==> config.mk <==
export PLATFORM = sky130hd
export DESIGN_NAME = dca_ca_input
export DESIGN_NICKNAME = d
export VERILOG_FILES = /design/src/design/dca_pkg.sv /design/src/design/dca_ca_input.sv /design/src/design/dca_mr_mem.sv
export SDC_FILE = /design/constraint.sdc
export NUM_CORES = 1
export LEC_CHECK = 0
export ABC_AREA = 1
export ABC_CLOCK_PERIOD_IN_PS = 2000
export BUFFER_PORTS_ARGS = -buffer_cell sky130_fd_sc_hd__buf_2
export CAP_MARGIN = 20
export CORE_ASPECT_RATIO = 0.75
export CORE_UTILIZATION = 25
export CTS_BUF_LIST = sky130_fd_sc_hd__clkbuf_8
export DETAILED_ROUTE_END_ITERATION = 10
export HOLD_SLACK_MARGIN = 0.02
export PLACE_DENSITY = 0.41
export SLEW_MARGIN = 15
export SYNTH_ARGS = -nofsm -noshare
export SYNTH_HDL_FRONTEND = slang
export SYNTH_SLANG_ARGS = --single-unit
==> constraint.sdc <==
create_clock -name i_clk -period 2 [get_ports i_clk]
set_input_delay 0.1 -clock i_clk [delete_from_list [all_inputs] [get_ports i_clk]]
set_output_delay 0.1 -clock i_clk [all_outputs]
set_load 0.005 [all_outputs]
==> src/design/dca_pkg.sv <==
package dca_pkg;

	// ---------------------------------------------------------------
	// Widths and field positions
	// ---------------------------------------------------------------
	localparam int ADDR_LO_W   = 14;  // A0..A13 on dedicated pins
	localparam int ROW_W       = 18;  // A0..A17
	localparam int COL_W       = 10;  // A0..A9
	localparam int BG_W        = 2;
	localparam int BA_W        = 2;
	localparam int BANK_W      = BG_W + BA_W;
	localparam int NUM_BANKS   = 16;
	localparam int CID_W       = 3;
	localparam int MR_IDX_W    = 3;
	localparam int MR_DEPTH    = 8;
	localparam int MR_W        = 18;
	localparam int AP_BIT      = 10;  // Auto precharge / all banks
	localparam int BC_BIT      = 12;  // Burst chop, low active

	// ---------------------------------------------------------------
	// Mode register fields steering this block
	// ---------------------------------------------------------------
	localparam logic [MR_IDX_W-1:0] MR_IDX_RTT = 3'h1;
	localparam logic [MR_IDX_W-1:0] MR_IDX_PAR = 3'h5;
	localparam int RTT_LSB     = 8;
	localparam int RTT_MSB     = 10;
	localparam int PAR_LSB     = 0;
	localparam int PAR_MSB     = 2;

	// ---------------------------------------------------------------
	// Reset values
	// ---------------------------------------------------------------
	localparam logic [NUM_BANKS-1:0] BANKS_RST  = 16'h0000;
	localparam logic                 PAR_EN_RST = 1'h0;
	localparam logic                 RTT_EN_RST = 1'h0;
	localparam logic [MR_W-1:0]      MR_RST     = 18'h00000;

	// ---------------------------------------------------------------
	// Types
	// ---------------------------------------------------------------
	typedef enum logic [1:0] {ORG_X4, ORG_X8, ORG_X16} dca_org_e;
	typedef enum logic [1:0] {STK_1H, STK_2H, STK_4H, STK_8H} dca_stack_e;
	typedef enum logic [2:0] {
		CMD_NOP, CMD_ACT, CMD_RD, CMD_WR, CMD_PRE, CMD_PREA, CMD_REF, CMD_MRS
	} dca_cmd_e;
	typedef enum logic [1:0] {PS_ACTIVE, PS_PRE_PD, PS_ACT_PD, PS_SELF_REF} dca_pwr_e;

	// Command/address word as seen at one clock crossing
	typedef struct packed {
		logic                 cs_n;
		logic                 act_n;
		logic                 ras_n;   // Also A16
		logic                 cas_n;   // Also A15
		logic                 we_n;    // Also A14
		logic [BG_W-1:0]      bg;
		logic [BA_W-1:0]      ba;
		logic                 a17;
		logic [ADDR_LO_W-1:0] addr;
		logic [CID_W-1:0]     cid;
		logic                 par;
	} dca_ca_s;

	// Decoded command handed to the array logic
	typedef struct packed {
		logic                valid;
		dca_cmd_e            cmd;
		logic [BG_W-1:0]     bg;
		logic [BA_W-1:0]     ba;
		logic [ROW_W-1:0]    row;
		logic [COL_W-1:0]    col;
		logic                auto_pre;
		logic                burst_chop;
		logic [MR_IDX_W-1:0] mr_idx;
		logic [MR_W-1:0]     opcode;
	} dca_cmd_s;

endpackage

==> src/design/dca_ca_input.sv <==
`timescale 1ns/1ps

// Notes on behaviour
// RULE_01: ACTIVATE takes the address as row, READ/WRITE takes it as column.
// RULE_02: MODE REGISTER SET loads the address opcode into the chosen mode register.
// RULE_03: Address bit 17 counts only for x4 organisation, else forced low.
// RULE_04: READ/WRITE with A10 high auto-precharge the bank, low leaves it open.
// RULE_05: PRECHARGE with A10 low closes one bank, high closes all.
// RULE_06: Single-bank precharge targets bank group and bank given with the command.
// RULE_07: READ/WRITE with A12 high run full burst, low chops the burst.
// RULE_08: ACT_n low with chip select gives ACTIVATE; RAS/CAS/WE become A16/A15/A14.
// RULE_09: Bank address picks bank in group, and with group picks mode register.
// RULE_10: Bank group picks the group for REFRESH, ACTIVATE, READ, WRITE, PRECHARGE.
// RULE_11: Two bank-group bits for x4/x8; x16 uses only the lowest bit.
// RULE_12: Stacked 2H/4H/8H dies compare chip ID as part of the command.
// RULE_13: All command, address and control inputs sampled on the rising clock.
// RULE_14: CKE high enables internal clocks, buffers, drivers; low disables them.
// RULE_15: CKE low enters precharge power-down or self refresh when idle, else active.
// RULE_16: Self refresh exit follows CKE without waiting for a clock edge.
// RULE_17: Controller holds CKE high throughout read and write accesses.
// RULE_18: Power-down keeps only clock, ODT, reset and CKE buffers on.
// RULE_19: Self refresh keeps only CKE and reset buffers on.
// RULE_20: Chip select high at the sampling edge masks every command.
// RULE_21: Chip select picks the rank and is part of the command code.
// RULE_22: ACT_n high makes RAS/CAS/WE command pins for non-activate commands.
// RULE_23: ODT applies termination when registered high, ignored if termination disabled.
// RULE_24: Reset low clears the device asynchronously; controller keeps it high normally.
// RULE_25: With parity enabled, a parity mismatch over command and address is caught.
// RULE_26: Controller presents the whole command word aligned at one clock edge.
module dca_ca_input
	import dca_pkg::*;
(
	input  wire logic                      i_clk,
	input  wire logic                      i_nrst,
	input  wire dca_pkg::dca_ca_s          i_ca,
	input  wire logic                      i_cke,
	input  wire logic                      i_odt,
	input  wire dca_pkg::dca_org_e         i_org,
	input  wire dca_pkg::dca_stack_e       i_stack,
	input  wire logic [dca_pkg::CID_W-1:0] i_die_id,
	input  wire logic [dca_pkg::MR_IDX_W-1:0] i_mr_rd_idx,
	output dca_pkg::dca_cmd_s              o_cmd,
	output logic [dca_pkg::MR_W-1:0]       o_mr_data,
	output logic                           o_par_err,
	output logic                           o_odt_on,
	output dca_pkg::dca_pwr_e              o_pwr_state,
	output logic [dca_pkg::NUM_BANKS-1:0]  o_banks_open,
	output logic                           o_int_clk_en,
	output logic                           o_ca_buf_en,
	output logic                           o_clk_buf_en,
	output logic                           o_odt_buf_en,
	output logic                           o_out_drv_en
);
	import dca_pkg::*;

	// ---------------------------------------------------------------
	// State
	// ---------------------------------------------------------------
	typedef struct packed {
		dca_pwr_e             pwr;
		logic                 cke_q;
		logic [NUM_BANKS-1:0] banks;
		logic                 par_en;
		logic                 rtt_en;
		logic                 par_err;
		logic                 odt_on;
		dca_cmd_s             cmd;
	} dca_st_s;

	dca_st_s st_reg;
	dca_st_s st_next;

	logic [BG_W-1:0]   bg_eff;
	logic              a17_eff;
	logic [CID_W-1:0]  cid_mask;
	logic              cid_ok;
	logic              par_calc;
	logic              sel;
	logic              par_bad;
	logic              take;
	dca_cmd_e          dec;
	logic [ROW_W-1:0]  row;
	logic [BANK_W-1:0] bank;
	logic              cke_fall;

	// ---------------------------------------------------------------
	// Address qualification
	// ---------------------------------------------------------------
	// Organisation masks unused address and group bits
	assign bg_eff  = (i_org == ORG_X16) ? {1'b0, i_ca.bg[0]} : i_ca.bg;  // [RULE_11]
	assign a17_eff = (i_org == ORG_X4) ? i_ca.a17 : 1'b0;                // [RULE_03]
	assign row     = {a17_eff, i_ca.ras_n, i_ca.cas_n, i_ca.we_n, i_ca.addr};  // [RULE_08]
	assign bank    = {bg_eff, i_ca.ba};  // [RULE_10]

	// Chip ID bits compared depend on stack height
	always_comb begin
		unique case (i_stack)
			STK_1H: cid_mask = 3'h0;
			STK_2H: cid_mask = 3'h1;
			STK_4H: cid_mask = 3'h3;
			STK_8H: cid_mask = 3'h7;
		endcase
	end
	assign cid_ok = ((i_ca.cid ^ i_die_id) & cid_mask) == 3'h0;  // [RULE_12]

	// Even parity over the command and address word
	assign par_calc = ^{i_ca.act_n, i_ca.ras_n, i_ca.cas_n, i_ca.we_n, bg_eff, i_ca.ba,
		a17_eff, i_ca.addr};

	// Command acceptance: buffers live, CKE high last edge, selected
	assign sel      = (st_reg.pwr == PS_ACTIVE) && st_reg.cke_q
		&& !i_ca.cs_n && cid_ok;  // [RULE_20] [RULE_21]
	assign par_bad  = sel && st_reg.par_en && (par_calc != i_ca.par);  // [RULE_25]
	assign take     = sel && !par_bad;
	assign cke_fall = st_reg.cke_q && !i_cke;

	// ---------------------------------------------------------------
	// Command decode
	// ---------------------------------------------------------------
	always_comb begin
		dec = CMD_NOP;
		if (!i_ca.act_n) begin
			dec = CMD_ACT;  // [RULE_08]
		end else begin
			unique case ({i_ca.ras_n, i_ca.cas_n, i_ca.we_n})  // [RULE_22]
				3'b000: dec = CMD_MRS;
				3'b001: dec = CMD_REF;
				3'b010: dec = i_ca.addr[AP_BIT] ? CMD_PREA : CMD_PRE;  // [RULE_05]
				3'b101: dec = CMD_RD;
				3'b100: dec = CMD_WR;
				default: dec = CMD_NOP;
			endcase
		end
	end

	// ---------------------------------------------------------------
	// Next state
	// ---------------------------------------------------------------
	always_comb begin
		st_next           = st_reg;
		st_next.cke_q     = i_cke;
		st_next.cmd.valid = 1'b0;
		st_next.par_err   = par_bad;
		// Termination only while ODT buffer lives and termination is enabled
		st_next.odt_on    = i_odt && st_reg.rtt_en && (st_reg.pwr != PS_SELF_REF);  // [RULE_23]
		unique case (st_reg.pwr)
			PS_ACTIVE: begin
				if (take && !(cke_fall && dec == CMD_REF) && dec != CMD_NOP) begin  // [RULE_13]
					st_next.cmd.valid      = 1'b1;
					st_next.cmd.cmd        = dec;
					st_next.cmd.bg         = bg_eff;  // [RULE_10]
					st_next.cmd.ba         = i_ca.ba;  // [RULE_09]
					st_next.cmd.row        = row;  // [RULE_01]
					st_next.cmd.col        = i_ca.addr[COL_W-1:0];  // [RULE_01]
					st_next.cmd.auto_pre   = i_ca.addr[AP_BIT];  // [RULE_04]
					st_next.cmd.burst_chop = !i_ca.addr[BC_BIT];  // [RULE_07]
					st_next.cmd.mr_idx     = {bg_eff[0], i_ca.ba};  // [RULE_09]
					st_next.cmd.opcode     = row;  // [RULE_02]
				end
				if (take) begin
					unique case (dec)
						CMD_ACT: st_next.banks[bank] = 1'b1;
						CMD_PRE: st_next.banks[bank] = 1'b0;  // [RULE_06]
						CMD_PREA: st_next.banks = BANKS_RST;  // [RULE_05]
						CMD_RD, CMD_WR: begin
							if (i_ca.addr[AP_BIT]) begin
								st_next.banks[bank] = 1'b0;  // [RULE_04]
							end
						end
						CMD_MRS: begin
							if ({bg_eff[0], i_ca.ba} == MR_IDX_PAR) begin
								st_next.par_en = |i_ca.addr[PAR_MSB:PAR_LSB];  // [RULE_25]
							end
							if ({bg_eff[0], i_ca.ba} == MR_IDX_RTT) begin
								st_next.rtt_en = |i_ca.addr[RTT_MSB:RTT_LSB];  // [RULE_23]
							end
						end
						default: begin
						end
					endcase
				end
				// CKE falling picks the low-power state
				if (cke_fall) begin
					if (take && dec == CMD_REF && st_reg.banks == BANKS_RST) begin
						st_next.pwr = PS_SELF_REF;  // [RULE_15]
					end else if (st_reg.banks == BANKS_RST) begin
						st_next.pwr = PS_PRE_PD;  // [RULE_15]
					end else begin
						st_next.pwr = PS_ACT_PD;  // [RULE_15]
					end
				end
			end
			PS_PRE_PD, PS_ACT_PD, PS_SELF_REF: begin
				if (i_cke) begin
					st_next.pwr = PS_ACTIVE;
				end
			end
		endcase
	end

	// State register, cleared whenever reset is low
	always_ff @(posedge i_clk or negedge i_nrst) begin
		if (!i_nrst) begin
			st_reg <= '0;  // [RULE_24]
		end else begin
			st_reg <= st_next;
		end
	end

	// ---------------------------------------------------------------
	// Mode register storage
	// ---------------------------------------------------------------
	dca_mr_mem #(
		.DEPTH (MR_DEPTH),
		.WIDTH (MR_W)
	) u_mr_mem (
		.i_clk     (i_clk),
		.i_nrst    (i_nrst),
		.i_wr_en   (take && dec == CMD_MRS && st_reg.pwr == PS_ACTIVE),  // [RULE_02]
		.i_wr_idx  ({bg_eff[0], i_ca.ba}),
		.i_wr_data (row),
		.i_rd_idx  (i_mr_rd_idx),
		.o_rd_data (o_mr_data)
	);

	// ---------------------------------------------------------------
	// Outputs and buffer gating
	// ---------------------------------------------------------------
	assign o_cmd        = st_reg.cmd;
	assign o_par_err    = st_reg.par_err;
	assign o_odt_on     = st_reg.odt_on;
	assign o_pwr_state  = st_reg.pwr;
	assign o_banks_open = st_reg.banks;
	// CKE gates the internal clock straight from the pin, no edge needed
	assign o_int_clk_en = i_cke;  // [RULE_14] [RULE_16]
	assign o_ca_buf_en  = (st_reg.pwr == PS_ACTIVE);  // [RULE_18] [RULE_19]
	assign o_clk_buf_en = (st_reg.pwr != PS_SELF_REF) || i_cke;  // [RULE_19] [RULE_16]
	assign o_odt_buf_en = (st_reg.pwr != PS_SELF_REF) || i_cke;  // [RULE_18]
	// Drivers stay on only in active state with CKE high
	assign o_out_drv_en = (st_reg.pwr == PS_ACTIVE) && i_cke;  // [RULE_14] [RULE_17]
endmodule

==> src/design/dca_mr_mem.sv <==
`timescale 1ns/1ps

// Mode register storage, one write port and one registered read port
module dca_mr_mem
	import dca_pkg::*;
#(
	parameter int DEPTH = dca_pkg::MR_DEPTH,
	parameter int WIDTH = dca_pkg::MR_W
) (
	input  wire logic                     i_clk,
	input  wire logic                     i_nrst,
	input  wire logic                     i_wr_en,
	input  wire logic [$clog2(DEPTH)-1:0] i_wr_idx,
	input  wire logic [WIDTH-1:0]         i_wr_data,
	input  wire logic [$clog2(DEPTH)-1:0] i_rd_idx,
	output logic      [WIDTH-1:0]         o_rd_data
);
	import dca_pkg::*;

	typedef struct packed {
		logic [DEPTH-1:0][WIDTH-1:0] mem;
		logic [WIDTH-1:0]            rd;
	} dca_mem_s;

	dca_mem_s st_reg;
	dca_mem_s st_next;

	// Next state: write one entry, register the read word
	always_comb begin
		st_next = st_reg;
		if (i_wr_en) begin
			st_next.mem[i_wr_idx] = i_wr_data;
		end
		st_next.rd = st_reg.mem[i_rd_idx];
	end

	// State register
	always_ff @(posedge i_clk or negedge i_nrst) begin
		if (!i_nrst) begin
			st_reg <= '0;
		end else begin
			st_reg <= st_next;
		end
	end

	assign o_rd_data = st_reg.rd;

endmodule

==> metrics.cfg, run 1 <==
[layout]
nets=1684
stdcell_count=2247
syn_to_final_growth_pct=25.8
largest_register_ffs=144
layout-drive-gt1-share=0.233
multi_input_area_um2=4630
fin_area_um2=14200
most-common-layout-cells=591 x nand2_1, 212 x dfrtp_1, 144 x nor2_1, 141 x buf_2, 102 x o21ai_0
regArea_um2=5310
nFillCells=4687
layout_commonest_cell=nand2_1

[clocking]
cts_root_buffer=clkbuf_8
cts-htree-levels=2
cts_tree=built
path_clk_slew_ps=60
cts_buffer_depth=3
clk_latency_ps=580
cts_sinks=212
cts_buffers=42

[floorplanning]
start_util=0.257
ios=144
rows=66
die-area_um2=45900
die_h_um=186
fp.coreArea_um2=43800
die_w_um=247

[worst_setup_path]
path_max_fanout=8
critPathRequiredTime_ps=2500
start_kind=flip-flop
path_class=reg2reg
endpoint_kind=flip-flop
crit_start=o_pwr_state[0]$_DFFE_PN0P_
worstReg2RegStart=o_pwr_state[0]$_DFFE_PN0P_
r2r-end=u_mr_mem.st_reg[43]$_DFFE_PN0P_
r2r_cells=11
arrival_ps=2550
reg2reg_slack_ps=-50

[detailed_routing]
top_layer=met5
wl_met1_um=19300
wl_met2_um=16900
firstDrtPassIters=8
routed_wl_um=39200
drtAntennaViolNets=0
drcViolationCount=28
met3_length_um=2430
num_vias=9955
drt_iter0_markers=719
viasPerCell=4.43
routedWlPerCell_um=17.5

[placement]
gp_congestion=0.786
dp_cells=2136
dp_hpwl_um=26100
portBuffers=143
place_area_um2=12700

[logic_synthesis]
avgSynthCellArea_um2=7.62
syn_nets=1527
synth_warnings=0
syn_area_um2=11300
seq_area_frac_synth=0.471
synth_xor_area_frac=0.00233
synth_top_family_by_area=simple AND/OR/NAND/NOR gates
ys_ff_latch=212
synth-simple-area-share=0.302
synth_mux_area_frac=0
netlist_instances=1478
synthAdderAreaFrac=0.00778
synth_cell_type_count=33
synth_compound_gate_area_share=0.0859

[timing]
max_freq_ghz=0.488
hold_ws_ps=46.4
fin_crit_sh=1.02
period_needed_ps=2050
rsz0062_at_grt=yes
max_slew_margin=0.437
slew_violations=0
fin_ws_ps=-48.2
hold_viol=0
finClkSkew_ps=16.8
finalSetupViolCount=11
tightest_slew_ps=839

[global_routing]
grt_pass1_wl_um=59600
grt-ovfl-total=0
grt_pass1_vias=9744
grt_use_total=0.173
grt_antenna_before_repair=1
grt_max_degree=58

[pwr]
ir_worst_vdd_mv=0.370
leakage_nw=7.74
power_density_nw_per_um2=830
total_power_mw=11.8

[run_status]
violations=design-rule violations, negative setup slack
outcome=finished with violations

[worst_hold_path]
hold_path_class=in2async

[flow_run]
drv_cap=0

-- final cells by class --
cell class,instances,area share
sequential,212,0.374
tap,578,0.0511
multi-input combinational,1006,0.327
timing repair buffer,279,0.158
inverter,94,0.0249
clock inverter,16,0.00530
antenna,1,0.000177
clock buffer,61,0.0593
-- cell usage after synthesis, drive strengths merged --
master / n / area share
a211oi: 1 / 0.0018
a21oi: 13 / 0.0068
a31oi: 18 / 0.010
and2: 1 / 0.00056
buf: 138 / 0.090
clkbuf: 28 / 0.0093
clkinv: 5 / 0.0017
dfrtp: 212 / 0.47
ha: 7 / 0.0078
inv: 89 / 0.030
nand2: 622 / 0.21
nand3: 28 / 0.015
nand4: 10 / 0.017
nor2: 156 / 0.059
nor3: 1 / 0.00044
nor4: 4 / 0.0022
o211ai: 2 / 0.0013
o21ai: 106 / 0.047
o22ai: 34 / 0.019
xnor2: 3 / 0.0023
-- cell families (layout without fill, tap and decap cells) --
logic type | count (synthesis) | in the layout
simple gates | 822 | 822
buf+inv | 260 | 450
flops | 212 | 212
compound gates | 174 | 174
fa+ha+maj | 7 | 7
xor+xnor | 3 | 3
other cells | 0 | 1
-- how the worst max path moves through the flow --
stage | endpoint | slack [ps] | cells past startpoint
5_1_grt | u_mr_mem.st_reg[43]$_DFFE_PN0P_ | -160 | 11
4_1_cts | o_cmd[25]$_DFFE_PN0P_ | 3 | 11
3_5_place_dp | o_cmd[25]$_DFFE_PN0P_ | -450 | 18
3_3_place_gp | o_cmd[25]$_DFFE_PN0P_ | -410 | 20
6_report | u_mr_mem.st_reg[43]$_DFFE_PN0P_ | -50 | 11
2_1_floorplan | u_mr_mem.st_reg[125]$_DFFE_PN0P_ | 0.9 | 19
-- report_power, final --
part	internal [mW]	switching (mW)	total, mW
clock network	2.69	2.03	4.73
logic	0.892	1.20	2.09
registers	4.61	0.323	4.94
total	8.20	3.56	11.8
-- critical path, cell delays in order, from the launching register on --
cell,delay (ps)
dfrtp_1,390
nor2_2,130
o211ai_1,140
a211oi_4,270
buf_4,160
buf_12,120
nand3_4,100
buf_8,160
nor2_4,180
clkbuf_16,200
nand2_1,50
nand2_1,60
-- timing repair --
action,CTS,global route
setup endpoints to repair,89,189
resized for setup,3,64
cloned,0,3
pin swaps,1,18
setup buffers,3,3
hold buffers,24,0
endpoints found under the hold margin,351,0
-- metrics by stage --
stage / worst slack [ps] / setup TNS, ps / utilization
global route: -158 / -15920 / 0.323
floorplan: 0.925 / 0 / -
detailed placement: -455 / -65700 / 0.290
CTS: 3.03 / 0 / 0.317
global placement: -406 / -63590 / 0.290
finish: -48.2 / -276 / 0.323
-- metal layers --
layer | up-vias | track usage
met3 | 48 | 0.0394
li1 | 4844 | -
met5 | - | 0
met1 | 4809 | 0.248
met2 | 252 | 0.262
met4 | 2 | 0.0393
No activity file was read; power rests on OpenSTA's default activity.
==> run 2, diff against run 1 <==
--- a/config.mk
+++ b/config.mk
@@ -6,15 +6,15 @@
 export NUM_CORES = 1
 export LEC_CHECK = 0
 export ABC_AREA = 1
-export ABC_CLOCK_PERIOD_IN_PS = 2000
 export BUFFER_PORTS_ARGS = -buffer_cell sky130_fd_sc_hd__buf_2
 export CAP_MARGIN = 20
 export CORE_ASPECT_RATIO = 0.75
 export CORE_UTILIZATION = 25
 export CTS_BUF_LIST = sky130_fd_sc_hd__clkbuf_8
+export CTS_CLUSTER_DIAMETER = 50
 export DETAILED_ROUTE_END_ITERATION = 10
 export HOLD_SLACK_MARGIN = 0.02
-export PLACE_DENSITY = 0.41
+export PLACE_DENSITY_LB_ADDON = 0.2
 export SLEW_MARGIN = 15
 export SYNTH_ARGS = -nofsm -noshare
 export SYNTH_HDL_FRONTEND = slang
==> metrics.cfg, run 2 (synthesized netlist as in run 1, its figures left out) <==
[layout]
most-common-layout-cells=616 x nand2_1, 212 x dfrtp_1, 144 x nor2_1, 141 x buf_2, 105 x o21ai_0  ; was 591 x nand2_1, 212 x dfrtp_1, 144 x nor2_1, 141 x buf_2, 102 x o21ai_0
stdcell_count=2245  ; was 2247
nets=1682  ; was 1684
fin_area_um2=13900  ; was 14200 um2
nFillCells=4710  ; was 4687
largest_register_ffs=144  ; unchanged
syn_to_final_growth_pct=23.8  ; was 25.8%
layout_commonest_cell=nand2_1  ; unchanged
layout-drive-gt1-share=0.219  ; was 0.233

[timing]
slew_violations=0  ; unchanged
tns_ps=0  ; was -276 ps
hold_ws_ps=29.0  ; was 46.4 ps
rsz0062_at_grt=yes  ; unchanged
fin_ws_ps=3.06  ; was -48.2 ps
tightest_slew_ps=517  ; was 839 ps
period_needed_ps=2000  ; was 2050 ps
finClkSkew_ps=26.2  ; was 16.8 ps
max_freq_ghz=0.501  ; was 0.488 GHz
hold_viol=0  ; unchanged
fin_crit_sh=0.998  ; was 1.02
finalSetupViolCount=0  ; was 11
max_slew_margin=0.652  ; was 0.437

[global_routing]
grt_antenna_before_repair=1  ; unchanged
grt_max_degree=59  ; was 58
grt-busiest-layer=met2  ; unchanged
met2_usage=0.246  ; was 0.262
grt_pass1_vias=9582  ; was 9744
grt_pass1_wl_um=57300  ; was 59600 um
grt-ovfl-total=0  ; unchanged
met1_usage=0.242  ; was 0.248
use_met3=0.0317  ; was 0.0394
grt_use_total=0.165  ; was 0.173

[worst_setup_path]
crit_chain=nor2_2 -> o211ai_1 -> a211oi_4 -> buf_4 -> nand3_4 -> buf_4 -> nor2_4 -> clkbuf_16 -> nand2_1 -> nand2_1  ; was nor2_2 -> o211ai_1 -> a211oi_4 -> buf_4 -> buf_12 -> nand3_4 -> buf_8 -> nor2_4 -> clkbuf_16 -> nand2_1 -> nand2_1
path_max_fanout=8  ; unchanged
endpoint_kind=flip-flop  ; unchanged
arrival_ps=2480  ; was 2550 ps
path_class=reg2reg  ; unchanged
crit_slowest_cell=dfrtp_1  ; unchanged
critPathRequiredTime_ps=2490  ; was 2500 ps
start_kind=flip-flop  ; unchanged
cp_slowest_stage_delay_ps=390  ; about the same
critical_path_buf_inv_count=3  ; was 4
crit_family=buffers and inverters  ; unchanged

[detailed_routing]
drcViolationCount=12  ; was 28
drt_iter0_markers=872  ; was 719
drtAntennaViolNets=0  ; unchanged
routedWlPerCell_um=17.1  ; was 17.5 um
routed_wl_um=38300  ; was 39200 um
firstDrtPassIters=8  ; unchanged
num_vias=9920  ; was 9955
viasPerCell=4.42  ; was 4.43

[placement]
dp_hpwl_um=25200  ; was 26100 um
place_area_um2=12700  ; about the same
pre_cts_ws_ps=-364  ; was -455 ps
dp_cells=2134  ; was 2136
gp_congestion=0.823  ; was 0.786
portBuffers=143  ; unchanged

[floorplanning]
ios=144  ; unchanged
die_w_um=247  ; unchanged
rows=66  ; unchanged
die_h_um=186  ; unchanged
start_util=0.257  ; unchanged
die-area_um2=45900  ; unchanged
fp.coreArea_um2=43800  ; unchanged

[clocking]
cts_tree=built  ; unchanged
cts_buffers=42  ; unchanged
path_clk_slew_ps=60  ; about the same
cts-htree-levels=2  ; unchanged
cts_buffer_depth=3  ; unchanged
cts_sinks=212  ; unchanged
cts_root_buffer=clkbuf_8  ; unchanged
clk_latency_ps=560  ; was 580 ps

[flow_run]
drv_cap=0  ; unchanged

[pwr]
ir_worst_vdd_mv=0.342  ; was 0.370 mV
leakage_nw=7.64  ; was 7.74 nW
power_density_nw_per_um2=828  ; was 830 nW/um2

[worst_hold_path]
hold_path_class=in2async  ; unchanged

[run_status]
violations=design-rule violations  ; was design-rule violations, negative setup slack
outcome=finished with violations  ; unchanged

-- run 2: timing repair --
action / in CTS / in global routing
gates resized for setup: 0 / 21
endpoints found under the setup margin: 1 / 189
hold buffers: 23 / 0
gates cloned: 0 / 5
endpoints found under the hold margin: 350 / 0
setup buffers: 0 / 5
pin swaps: 0 / 3
-- run 2: layout make-up --
| cell class | instances | area (um2) | share of cell area |
|---|---|---|---|
| clock buffers | 50 | 688 | 0.0494 |
| repair buffers | 277 | 2160 | 0.155 |
| clock inverters | 27 | 180 | 0.0129 |
| multi-input cells | 1006 | 4530 | 0.325 |
| diodes | 1 | 2.50 | 0.000179 |
| inverters | 94 | 353 | 0.0253 |
| flip-flops and latches | 212 | 5310 | 0.380 |
| well taps | 578 | 723 | 0.0519 |
-- run 2: where the power goes --
group	switching (mW)	internal, mW	leakage (nW)	total (mW)
Combinational	1.20	0.890	4.27	2.09
Clock	1.99	2.55	0.499	4.53
Sequential	0.308	4.61	2.87	4.92
-- run 2: routing by layer --
layer | part of all wire | wire length, um | vias up
met5 | 0 | 0 | -
li1 | - | - | 4842
met1 | 0.49 | 18800 | 4764
met3 | 0.063 | 2410 | 43
met2 | 0.43 | 16500 | 271
met4 | 0.017 | 636 | 0
-- run 2: final timing paths --
check	from	end	slack, ps	depth (start not counted)
worst max-delay path	o_pwr_state[1]$_DFFE_PN0P_	u_mr_mem.st_reg[115]$_DFFE_PN0P_	3	10
worst min-delay path	i_nrst	st_reg[79]$_DFF_PN0_	30	2
worst max register to register	o_pwr_state[1]$_DFFE_PN0P_	u_mr_mem.st_reg[115]$_DFFE_PN0P_	3	10
worst min register to register	u_mr_mem.st_reg[50]$_DFFE_PN0P_	u_mr_mem.st_reg[50]$_DFFE_PN0P_	460	2
max in group asynchronous	i_nrst	u_mr_mem.st_reg[137]$_DFFE_PN0P_	1250	3
min in group i_clk	i_ca[13]	st_reg[61]$_DFFE_PN0P_	60	6
-- run 2: metrics by stage --
step / power (mW) / utilization
floorplan: 6.51 / -
global placement: 7.03 / 0.289
detailed placement: 7.04 / 0.289
CTS: 11.7 / 0.314
global route: 12.2 / 0.318
finish: 11.5 / 0.318
==> run 3, diff against run 2 <==
--- a/config.mk
+++ b/config.mk
@@ -8,7 +8,6 @@
 export ABC_AREA = 1
 export BUFFER_PORTS_ARGS = -buffer_cell sky130_fd_sc_hd__buf_2
 export CAP_MARGIN = 20
-export CORE_ASPECT_RATIO = 0.75
 export CORE_UTILIZATION = 25
 export CTS_BUF_LIST = sky130_fd_sc_hd__clkbuf_8
 export CTS_CLUSTER_DIAMETER = 50
==> metrics.cfg, run 3 (synthesized netlist as in run 1, its figures left out) <==
[layout]
most-common-layout-cells=540 x nand2_1, 212 x dfrtp_1, 144 x nor2_1, 132 x buf_2, 105 x o21ai_0  ; was 616 x nand2_1, 212 x dfrtp_1, 144 x nor2_1, 141 x buf_2, 105 x o21ai_0
stdcell_count=2253  ; was 2245
layout_commonest_cell=nand2_1  ; unchanged
layout-drive-gt1-share=0.260  ; was 0.219
nFillCells=4809  ; was 4710
largest_register_ffs=144  ; unchanged
final_util=0.325  ; was 0.318
nets=1677  ; was 1682
syn_to_final_growth_pct=28.0  ; was 23.8%
fin_area_um2=14400  ; was 13900 um2

[timing]
tightest_slew_ps=564  ; was 517 ps
slew_violations=0  ; unchanged
hold_viol=0  ; unchanged
max_slew_margin=0.622  ; was 0.652
finalSetupViolCount=0  ; unchanged
finClkSkew_ps=21.7  ; was 26.2 ps
period_needed_ps=1960  ; was 2000 ps
max_freq_ghz=0.509  ; was 0.501 GHz
rsz0062_at_grt=yes  ; unchanged
hold_ws_ps=23.0  ; was 29.0 ps
fin_crit_sh=0.982  ; was 0.998

[detailed_routing]
drcViolationCount=0  ; was 12
firstDrtPassIters=5  ; was 8
num_vias=9905  ; was 9920
drtAntennaViolNets=0  ; unchanged
viasPerCell=4.40  ; was 4.42
drt_iter0_markers=631  ; was 872
routed_wl_um=37500  ; was 38300 um
routedWlPerCell_um=16.6  ; was 17.1 um

[placement]
place_area_um2=12600  ; was 12700 um2
gp_congestion=0.815  ; was 0.823
dp_hpwl_um=24200  ; was 25200 um
dp_cells=2135  ; was 2134
portBuffers=143  ; unchanged

[worst_setup_path]
arrival_ps=2480  ; about the same
start_kind=input port  ; was flip-flop
path_class=in2reg  ; was reg2reg
path_max_fanout=5  ; was 8
endpoint_kind=flip-flop  ; unchanged
critPathRequiredTime_ps=2510  ; was 2490 ps

[clocking]
cts_sinks=212  ; unchanged
clk_latency_ps=580  ; was 560 ps
cts_tree=built  ; unchanged
path_clk_slew_ps=60  ; about the same
cts_root_buffer=clkbuf_8  ; unchanged
cts-htree-levels=2  ; unchanged
cts_buffers=44  ; was 42
cts_buffer_depth=3  ; unchanged

[worst_hold_path]
hold_path_class=in2reg  ; was in2async

[global_routing]
grt_antenna_before_repair=2  ; was 1
grt_pass1_wl_um=57700  ; was 57300 um
grt_max_degree=88  ; was 59
grt-ovfl-total=0  ; unchanged
grt_use_total=0.160  ; was 0.165
grt_pass1_vias=10000  ; was 9582

[pwr]
power_density_nw_per_um2=822  ; was 828 nW/um2
leakage_nw=7.82  ; was 7.64 nW
total_power_mw=11.9  ; was 11.5 mW
ir_worst_vdd_mv=0.455  ; was 0.342 mV

[floorplanning]
die_h_um=214  ; was 186 um
fp.coreArea_um2=44300  ; was 43800 um2
start_util=0.254  ; was 0.257
ios=144  ; unchanged
rows=77  ; was 66
die-area_um2=45900  ; about the same
die_w_um=214  ; was 247 um

[run_status]
outcome=finished clean  ; was finished with violations

[flow_run]
drv_cap=0  ; unchanged

[run 3: cell types whose count changed in the layout (fill, tap and decap cells not counted), sizes merged]
cell,before,now
dlymetal6s4s,1,8
clkbuf,53,52
bufinv,2,5
clkinv,17,14
buf,251,237
dlygate4sd3,22,20
clkinvlp,1,5
[run 3: layer usage]
metal | part of all wire | GRT usage | up-vias
met2 | 0.47 | 0.264 | 273
met5 | 0.00035 | 0 | -
met1 | 0.46 | 0.213 | 4737
met3 | 0.051 | 0.0281 | 63
li1 | - | - | 4830
met4 | 0.023 | 0.0507 | 2
[run 3: area by class of cell]
class | instances | area [um2] | area share
diodes | 1 | 2.50 | 0.000174
clock buffers | 47 | 647 | 0.0449
clock inverters | 31 | 274 | 0.0190
inverters | 94 | 357 | 0.0247
multi-input cells | 1006 | 4770 | 0.331
flip-flops and latches | 212 | 5310 | 0.368
well taps | 592 | 741 | 0.0514
repair buffers | 270 | 2310 | 0.160
[run 3: timing repair]
item	in CTS	in global routing
setup endpoints to repair	39	190
resized for setup	1	133
gates cloned	0	5
hold endpoints to repair	356	1
setup buffers	0	12
hold buffers	27	1
pin swaps	0	25
[run 3: per-stage QoR]
step                      TNS [ps]  setup slack [ps]
final                            0              35.6
after global routing         -3460             -71.5
after CTS                        0              11.5
after detailed placement    -43750              -292
after global placement      -43560              -292
after floorplan                  0             0.925
[run 3: worst paths after layout]
check | depth (start not counted) | to | slack, ps | startpoint
hold / removal | 4 | o_cmd[14]$_DFFE_PN0P_ | 20 | i_ca[23]
hold reg to reg | 2 | u_mr_mem.st_reg[122]$_DFFE_PN0P_ | 460 | u_mr_mem.st_reg[122]$_DFFE_PN0P_
max in group asynchronous | 3 | u_mr_mem.st_reg[150]$_DFFE_PN0P_ | 1230 | i_nrst
min in group asynchronous | 3 | u_mr_mem.st_reg[154]$_DFFE_PN0P_ | 150 | i_nrst
setup / recovery | 16 | u_mr_mem.st_reg[153]$_DFFE_PN0P_ | 40 | i_ca[25]
setup reg to reg | 11 | u_mr_mem.st_reg[153]$_DFFE_PN0P_ | 40 | o_pwr_state[1]$_DFFE_PN0P_
[run 3: power by group]
part	total [mW]	leakage, nW	internal [mW]	switching, mW
registers	4.89	2.87	4.62	0.277
clock network	4.90	0.514	2.82	2.08
logic	2.06	4.43	0.894	1.17
[run 3: worst max-delay path, cell delays in order]
cell           delay (ps)
buf_2                 110
dlygate4sd3_1         550
buf_4                 140
inv_1                  90
a21oi_1               100
nor2_1                150
inv_1                  80
nor2_1                110
inv_2                  90
nor2_8                140
nand3_4               140
buf_12                170
nor2_4                180
buf_4                 180
nand2_1                60
nand2_1                60
